<file path="src/fsf_defs.svh">
// Purpose: offsets, field positions, reset values and bus timing for the fault flag slice
// Assumes: included by its bare name from the fault flags module and the bench
// Notes: all numbers of the block live here as macros
`ifndef FSF_DEFS_SVH
`define FSF_DEFS_SVH

// apb address width and register byte offsets
`define FSF_ADDR_W           12
`define FSF_FLAGS_OFS        12'h000
`define FSF_IRQ_STAT_OFS     12'h004
`define FSF_IRQ_MASK_OFS     12'h008

// field positions in the fault status layout
`define FSF_BIT_INSTR_ERR    8
`define FSF_BIT_MEM_VALID    7
`define FSF_BIT_RSVD_HI      6
`define FSF_BIT_RSVD_LO      5
`define FSF_BIT_PUSH_VIOL    4

// writable and readable bits of every register in this slice
`define FSF_LIVE_MASK        32'h0000_0190

// reset values
`define FSF_FLAGS_RST        32'h0000_0000
`define FSF_IRQ_STAT_RST     32'h0000_0000
`define FSF_IRQ_MASK_RST     32'h0000_0000

// apb answer latency: unused, the answer sequencer inserts two wait states in the access phase
`define FSF_WAIT_STATES      1

`endif

</file>
<file path="src/fsf_pkg.sv">
// Purpose: shared types of the fault flag slice
// Assumes: fsf_defs.svh holds every number
// Notes: types only, no constants
package fsf_pkg;
   // one apb data word
   typedef logic [31:0] fsf_word_t;

   // register selected by the current apb address
   typedef enum logic [1:0] {
      FSF_SEL_FLAGS,
      FSF_SEL_IRQ_STAT,
      FSF_SEL_IRQ_MASK,
      FSF_SEL_NONE
   } fsf_sel_t;

   // apb slave answer sequencer
   typedef enum logic [1:0] {
      FSF_BUS_IDLE,
      FSF_BUS_WAIT,
      FSF_BUS_ANSWER
   } fsf_bus_state_t;
endpackage

</file>
<file path="src/fsf_fault_flags.sv">
// Purpose: mid bits of the fault status word with apb access and interrupt
// Assumes: core fault and stacking logic drives its strobes on this clock
// Notes: all outputs come from flip-flops; status events also feed the irq
//
// Our own choices: the APB interface to the registers and the register offsets.
`timescale 1ns/1ps
`include "fsf_defs.svh"

// Functional notes
// - issued prefetch error sets instruction error flag
// - instruction error blocks bus fault address capture
// - address valid flag follows memory address capture
// - bits six and five read zero
// - push violation on entry sets its flag
// - stack pointer still updates after push violation
// - push violation blocks memory address capture
// - writing one clears flag, zero keeps
module fsf_fault_flags
   import fsf_pkg::*;
(
   input  wire logic                  clock,                     // core clock, 25 mhz
   input  wire logic                  rst_n,                     // async reset, active low
   input  wire logic                  psel,                      // apb select
   input  wire logic                  penable,                   // apb access phase
   input  wire logic                  pwrite,                    // apb direction, high write
   input  wire logic [`FSF_ADDR_W-1:0] paddr,                    // apb byte address
   input  wire logic [31:0]           pwdata,                    // apb write data
   output logic      [31:0]           prdata,                    // apb read data
   output logic                       pready,                    // apb ready
   output logic                       pslverr,                   // apb error, unmapped
   input  wire logic                  core_issue_valid,          // core issues an instruction
   input  wire logic                  core_issue_prefetch_err,   // that instruction had a fetch error
   input  wire logic                  core_bus_addr_capture_req, // core wants bus fault address kept
   input  wire logic                  core_mem_addr_capture_req, // core wants mem fault address kept
   input  wire logic                  core_entry_push_active,    // context push for entry in flight
   input  wire logic                  core_entry_push_violation, // push access violated protection
   input  wire logic                  core_entry_push_done,      // context push finished
   output logic                       instr_fetch_error_flag,    // bit 8 flag
   output logic                       mem_fault_addr_valid,      // bit 7 flag
   output logic                       entry_push_violation_flag, // bit 4 flag
   output logic                       bus_fault_addr_capture_en, // load bus_fault_address_reg
   output logic                       mem_fault_addr_capture_en, // load mem_fault_address_reg
   output logic                       stack_pointer_update_en,   // commit new stack_pointer
   output logic                       fault_irq                  // level interrupt
);

   // ---------------------------------------------------------------
   // helper functions
   // ---------------------------------------------------------------

   // sticky update with set winning over clear
   function automatic fsf_word_t w1c_next(input fsf_word_t cur, input fsf_word_t set, input fsf_word_t clr);
      w1c_next = set | (cur & ~clr);
   endfunction

   // place the three live bits into the status layout
   function automatic fsf_word_t pack_bits(input logic instr_b, input logic mem_b, input logic push_b);
      fsf_word_t w;
      w = `FSF_FLAGS_RST;
      w[`FSF_BIT_INSTR_ERR] = instr_b;
      w[`FSF_BIT_MEM_VALID] = mem_b;
      w[`FSF_BIT_PUSH_VIOL] = push_b;
      pack_bits = w;
   endfunction

   // address decode, if chain
   function automatic fsf_sel_t decode_sel(input logic [`FSF_ADDR_W-1:0] a);
      if (a == `FSF_FLAGS_OFS) begin
         decode_sel = FSF_SEL_FLAGS;
      end else if (a == `FSF_IRQ_STAT_OFS) begin
         decode_sel = FSF_SEL_IRQ_STAT;
      end else if (a == `FSF_IRQ_MASK_OFS) begin
         decode_sel = FSF_SEL_IRQ_MASK;
      end else begin
         decode_sel = FSF_SEL_NONE;
      end
   endfunction

   // ---------------------------------------------------------------
   // fault events from the core
   // ---------------------------------------------------------------
   logic instr_err_evt;     // issued instruction carried fetch error
   logic push_viol_evt;     // protection violation while pushing context
   logic mem_capture_go;    // memory fault address really captured
   logic bus_capture_go;    // bus fault address really captured

   // a fetch error alone does nothing; only the issue attempt counts
   assign instr_err_evt  = core_issue_valid & core_issue_prefetch_err;
   assign push_viol_evt  = core_entry_push_active & core_entry_push_violation;
   // the address of a failed push is meaningless, so it is never kept
   assign mem_capture_go = core_mem_addr_capture_req & ~push_viol_evt;
   // an instruction bus error has no data address worth keeping
   assign bus_capture_go = core_bus_addr_capture_req & ~instr_err_evt;

   // ---------------------------------------------------------------
   // apb decode
   // ---------------------------------------------------------------
   fsf_bus_state_t bus_state_reg;   // answer sequencer state
   fsf_bus_state_t bus_state_next;  // its next value
   fsf_sel_t       sel_now;         // decoded register
   logic           access_phase;    // psel and penable both high
   logic           xfer_done;       // completing edge of a transfer
   logic           wr_done;         // write takes effect
   logic           rd_done;         // read data taken
   logic           wr_flags;        // write to flags register
   logic           wr_mask;         // write to irq mask
   logic           rd_stat;         // read of irq status, clears it
   fsf_word_t      clr_bits;        // write-one clear pattern

   assign sel_now      = decode_sel(paddr);
   assign access_phase = psel & penable;
   assign xfer_done    = access_phase & pready;
   assign wr_done      = xfer_done & pwrite;
   assign rd_done      = xfer_done & ~pwrite;
   assign wr_flags     = wr_done & (sel_now == FSF_SEL_FLAGS);
   assign wr_mask      = wr_done & (sel_now == FSF_SEL_IRQ_MASK);
   assign rd_stat      = rd_done & (sel_now == FSF_SEL_IRQ_STAT);
   // reserved bits 6:5 can never be cleared or set, writes there are dropped
   assign clr_bits     = wr_flags ? (pwdata & `FSF_LIVE_MASK) : `FSF_FLAGS_RST;

   // ---------------------------------------------------------------
   // the three status flags
   // ---------------------------------------------------------------

   // bit 8 instruction error flag
   fsf_sticky_flag u_instr_flag (
      .clock     (clock),
      .rst_n     (rst_n),
      .set_evt   (instr_err_evt),
      .clear_req (clr_bits[`FSF_BIT_INSTR_ERR]),
      .flag      (instr_fetch_error_flag)
   );

   // bit 7 memory fault address valid; the hard fault handler clears it
   fsf_sticky_flag u_mem_valid_flag (
      .clock     (clock),
      .rst_n     (rst_n),
      .set_evt   (mem_capture_go),
      .clear_req (clr_bits[`FSF_BIT_MEM_VALID]),
      .flag      (mem_fault_addr_valid)
   );

   // bit 4 entry push violation flag
   fsf_sticky_flag u_push_flag (
      .clock     (clock),
      .rst_n     (rst_n),
      .set_evt   (push_viol_evt),
      .clear_req (clr_bits[`FSF_BIT_PUSH_VIOL]),
      .flag      (entry_push_violation_flag)
   );

   // ---------------------------------------------------------------
   // capture enables and stack pointer commit
   // ---------------------------------------------------------------

   // registered strobes; address loads land with the flag update
   always_ff @(posedge clock or negedge rst_n) begin
      if (!rst_n) begin
         bus_fault_addr_capture_en <= 1'b0;
         mem_fault_addr_capture_en <= 1'b0;
         stack_pointer_update_en   <= 1'b0;
      end else begin
         bus_fault_addr_capture_en <= bus_capture_go;
         mem_fault_addr_capture_en <= mem_capture_go;
         // violation does not hold the pointer back; pushed data may be wrong
         stack_pointer_update_en   <= core_entry_push_done;
      end
   end

   // ---------------------------------------------------------------
   // interrupt status and mask
   // ---------------------------------------------------------------
   fsf_word_t irq_stat_reg;    // sticky event bits, read clears
   fsf_word_t irq_stat_next;   // next status
   fsf_word_t irq_mask_reg;    // enable per event
   fsf_word_t irq_mask_next;   // next mask
   fsf_word_t irq_evt;         // events this cycle
   fsf_word_t irq_rd_clr;      // clear pattern from a status read

   assign irq_evt       = pack_bits(instr_err_evt, mem_capture_go, push_viol_evt);
   // clear only what the read returned: prdata is captured one edge before the
   // completing edge, so an event landing in between stays pending, not lost
   assign irq_rd_clr    = rd_stat ? (prdata & `FSF_LIVE_MASK) : `FSF_IRQ_STAT_RST;
   // an event in the reading cycle survives the read
   assign irq_stat_next = w1c_next(irq_stat_reg, irq_evt, irq_rd_clr);
   assign irq_mask_next = wr_mask ? (pwdata & `FSF_LIVE_MASK) : irq_mask_reg;

   // status, mask and the level output
   always_ff @(posedge clock or negedge rst_n) begin
      if (!rst_n) begin
         irq_stat_reg <= `FSF_IRQ_STAT_RST;
         irq_mask_reg <= `FSF_IRQ_MASK_RST;
         fault_irq    <= 1'b0;
      end else begin
         irq_stat_reg <= irq_stat_next;
         irq_mask_reg <= irq_mask_next;
         fault_irq    <= |(irq_stat_next & irq_mask_next);
      end
   end

   // ---------------------------------------------------------------
   // apb answer sequencer
   // ---------------------------------------------------------------
   fsf_word_t rd_word;        // data for the addressed register
   logic      answer_now;     // raise pready at next edge
   logic      unmapped_now;   // address hits nothing

   assign unmapped_now = (sel_now == FSF_SEL_NONE);
   // every register reads zero in bits 6:5 and above bit 8
   assign rd_word = (sel_now == FSF_SEL_FLAGS) ?
                       pack_bits(instr_fetch_error_flag, mem_fault_addr_valid, entry_push_violation_flag) :
                    (sel_now == FSF_SEL_IRQ_STAT) ? irq_stat_reg :
                    (sel_now == FSF_SEL_IRQ_MASK) ? irq_mask_reg : `FSF_FLAGS_RST;
   assign answer_now = (bus_state_reg == FSF_BUS_WAIT);

   // two wait states, then a one-cycle ready
   always_comb begin
      bus_state_next = bus_state_reg;
      case (bus_state_reg)
         FSF_BUS_IDLE: begin
            if (access_phase) begin
               bus_state_next = FSF_BUS_WAIT;
            end
         end
         FSF_BUS_WAIT: begin
            bus_state_next = FSF_BUS_ANSWER;
         end
         FSF_BUS_ANSWER: begin
            bus_state_next = FSF_BUS_IDLE;
         end
         default: begin
            bus_state_next = FSF_BUS_IDLE;
         end
      endcase
   end

   // state and registered bus outputs
   always_ff @(posedge clock or negedge rst_n) begin
      if (!rst_n) begin
         bus_state_reg <= FSF_BUS_IDLE;
         pready        <= 1'b0;
         pslverr       <= 1'b0;
         prdata        <= `FSF_FLAGS_RST;
      end else begin
         bus_state_reg <= bus_state_next;
         pready        <= answer_now;
         pslverr       <= answer_now & unmapped_now;
         // read data is sampled on the edge that raises pready, one edge before the completing edge
         prdata        <= (answer_now & ~pwrite) ? rd_word : `FSF_FLAGS_RST;
      end
   end
endmodule // fsf_fault_flags

</file>
<file path="src/fsf_sticky_flag.sv">
// Purpose: one write-one-to-clear status flag
// Assumes: set and clear arrive from logic on the same clock
// Notes: a set in the clearing cycle wins, so no event is lost
`timescale 1ns/1ps
module fsf_sticky_flag (
   input  wire logic clock,      // core clock
   input  wire logic rst_n,      // async reset, active low
   input  wire logic set_evt,    // hardware event, one cycle
   input  wire logic clear_req,  // software write of one
   output logic      flag        // sticky flag
);
   logic flag_next;              // next flag value

   // set has priority over clear
   assign flag_next = set_evt | (flag & ~clear_req);

   // flag storage
   always_ff @(posedge clock or negedge rst_n) begin
      if (!rst_n) begin
         flag <= 1'b0;
      end else begin
         flag <= flag_next;
      end
   end
endmodule // fsf_sticky_flag

</file>
<file path="config.mk">
export PLATFORM = sky130hd
export DESIGN_NAME = fsf_fault_flags
export DESIGN_NICKNAME = d
export VERILOG_FILES = /design/src/fsf_pkg.sv /design/src/fsf_fault_flags.sv /design/src/fsf_sticky_flag.sv
export VERILOG_INCLUDE_DIRS = /design/src
export SDC_FILE = /design/constraint.sdc
export NUM_CORES = 1
export LEC_CHECK = 0
export ABC_AREA = 1
export BUFFER_PORTS_ARGS = -buffer_cell sky130_fd_sc_hd__buf_2
export CORE_UTILIZATION = 39
export DETAILED_ROUTE_END_ITERATION = 10
export GPL_ROUTABILITY_DRIVEN = 0
export GPL_TIMING_DRIVEN = 0
export HOLD_SLACK_MARGIN = 0.15
export PLACE_DENSITY = 0.8
export SYNTH_ARGS = -nofsm -noshare
export SYNTH_HDL_FRONTEND = slang
export SYNTH_HIERARCHICAL = 1
export SYNTH_SLANG_ARGS = --single-unit
</file>
<file path="constraint.sdc">
create_clock -name clock -period 1.4 [get_ports clock]
set_input_delay 0 -clock clock [delete_from_list [all_inputs] [get_ports clock]]
set_output_delay 0 -clock clock [all_outputs]
set_load 0.02 [all_outputs]
</file>
==> flow_metrics.tcl <==
set metrics [dict create \
    status "finished with violations" \
    violations "design-rule violations" \
    yosysMostFrequentCell "buf_4" \
    place_ws_ns 0.0768 \
    syn-cell-area_mm2 0.00120 \
    avgSynthCellArea_um2 7.83 \
    antenna_cells 0 \
    antenna_left 0 \
    start_util_pct 42.4 \
    vias 1183 \
    synth_edf_count 0 \
    hpwl_um 1880 \
    synth_common_cells "29 x buf_4, 28 x nand2_1, 22 x inv_1" \
    critPathCapture "fault_irq$_DFF_PN0_" \
    drt_wl_total_um 2660 \
    drtPass1Iterations 7 \
    clkLatencyLatePin_ns 0.30 \
    antenna_found_initial 0 \
    cp_max_fo 2 \
    cts_buffers 3 \
    yosys-top-cells-area "dfrtp_1 42%, buf_4 18%, nand2_1 8.8%, inv_1 6.9%, nand4_1 4.7%" \
    overflow 0 \
    r2r-end "fault_irq$_DFF_PN0_" \
    required_ns 1.59 \
    placement.io_buffers 38 \
    irDropWorstVdd_mv 0.415 \
    grt_pass1_vias 1066 \
    max_stage_delay_ns 0.57 \
    hold_violations 0 \
    p_total_uw 1370 \
    worstSetupPathType "input pin to register" \
    h-tree-depth 1 \
    ys.warnings.count 6 \
    wl_per_cell_um 9.49 \
    rr_worst_depth 7 \
    max_freq_mhz 734 \
    path_cells "dlygate4sd3_1 > buf_2 > nand2_1 > dlygate4sd3_1 > nand2_1 > nand2_1 > nand3_1" \
    critPathSlowestCell "dlygate4sd3_1" \
    num_io_pins 97 \
    core-area_mm2 0.00283 \
    area_growth_pct 56.3 \
    crit_top_cell "nand2_1" \
    clock_skew_ns 0.00294 \
    die_y_um 57.4 \
    synth_async_sr_flop_share_pct 100 \
    cap_violations 0 \
    synth_ff_type "dfrtp_1" \
    slew_violations 0 \
    reg2reg_slack_ns 0.16 \
    track_usage_pct 17.0 \
    hold_ws_ns 0.163 \
    synth-seq-area-share_pct 41.8 \
    numClockSinks 20 \
    rsz0062_at_grt "false" \
    cts_tree "built" \
    drive_above_1_share_pct 35.3 \
    dieWidth_um 57.4 \
    worst_setup_path_start_kind "input pin" \
    cts_buffer_depth 2 \
    p_leak_uw 0.00104 \
    grt_pass1_wl_um 4390 \
    post-route-period-util_pct 97.4 \
    yosysTopAreaCell "dfrtp_1" \
    grt_max_degree 21 \
    fin_tns_setup_ns 0 \
    yosysUniqueCellTypes 20 \
    rows 19 \
    power.density_mw_per_mm2 731 \
    nFillCells 231 \
    setup_viol 0 \
    min_period_ns 1.36 \
    synth_top_area_share_pct 41.8 \
    end_kind "register" \
    path_clk_slew_ns 0.11 \
    crit_start "core_entry_push_active" \
    drc 5 \
    nets 306 \
    cts_root_buffer "clkbuf_4" \
    synth-seq-cells 20 \
    dieArea_mm2 0.00330 \
    timing.rr.start "pready$_DFF_PN0_" \
    via_per_inst 4.23 \
    arrival_ns 1.56 \
    drt-initial-drc-count 32 \
    setup_slack_ns 0.0369 \
    post_cts_buffers 0 \
    postSynthCellCount 153 \
    hold_path.class "input pin to register" \
]
[where the power goes]
| group | total [uW] | switching (uW) | internal (uW) |
|---|---|---|---|
| sequential | 594 | 4.29 | 590 |
| combinational | 312 | 168 | 144 |
| clock | 464 | 175 | 289 |
| total | 1370 | 347 | 1020 |
[how the worst min path moves through the flow]
stage / from / cells after the start / endpoint
finish: paddr[0] / 7 / irq_stat_reg[4]$_DFF_PN0_
global route: paddr[9] / 5 / pslverr$_DFF_PN0_
CTS: paddr[0] / 7 / irq_stat_reg[4]$_DFF_PN0_
detailed placement: rst_n / 1 / pready$_DFF_PN0_
global placement: rst_n / 1 / pready$_DFF_PN0_
floorplan: rst_n / 0 / bus_fault_addr_capture_en$_DFF_PN0_
[cell families after synthesis]
group | count (synthesis) | synth area share [%]
simple gates | 66 | 26.9
buf+inv | 56 | 26.6
flops | 20 | 41.8
compound gates | 10 | 4.38
other cells | 1 | 0.313
[layout make-up]
cell class	instances	area, um^2	share of cell area, %
Buffer	29	218	11.6
Clock buffer	3	22.5	1.20
Multi-Input combinational cell	105	512	27.3
Tap cell	31	38.8	2.07
Sequential cell	20	500	26.7
Timing Repair Buffer	64	450	24.0
Clock inverter	1	30.0	1.60
Inverter	27	101	5.41
[per-stage QoR]
stage | util (%) | std cells | instance area [um^2]
after floorplan | - | 181 | 1300
after global placement | 54.2 | 250 | 1530
after detailed placement | 54.2 | 250 | 1530
after CTS | 65.2 | 280 | 1850
after global routing | 66.2 | 280 | 1870
final | 66.2 | 280 | 1870
[placed cells by master, fill, tap and decap left out, drive strengths merged]
| master | Yosys | layout |
|---|---|---|
| a211oi | 1 | 1 |
| nand3 | 5 | 5 |
| clkinv | 1 | 1 |
| dlygate4sd3 | 0 | 26 |
| nor2 | 20 | 20 |
| a21oi | 3 | 3 |
| bufinv | 0 | 1 |
| conb | 1 | 29 |
| buf | 29 | 67 |
| nand2 | 30 | 30 |
| nand4 | 9 | 9 |
| o21ai | 6 | 6 |
| inv | 26 | 26 |
| dfrtp | 20 | 20 |
| clkbuf | 0 | 3 |
| nor3 | 2 | 2 |
[repair_timing]
| action | 4_1_cts | 5_1_grt |
|---|---|---|
| setup endpoints to repair | 0 | 4 |
| gates resized for setup | 0 | 6 |
| hold buffers | 26 | 1 |
| hold endpoints to repair | 37 | 2 |
[critical path, delay by kind of cell]
| family | cells | cell delay (ns) |
|---|---|---|
| buffers and inverters | 3 | 1.24 |
| and+or+nand+nor | 4 | 0.31 |
[per-layer routing]
metal / routed length (um) / track usage, % / vias up
met3: 168 / 3.85 / 6
met4: 40 / 5.57 / 0
li1: - / - / 609
met1: 1040 / 19.7 / 524
met2: 1410 / 30.9 / 44
met5: 0 / 0 / -
Note: power is estimated with default switching activity, not from simulation.
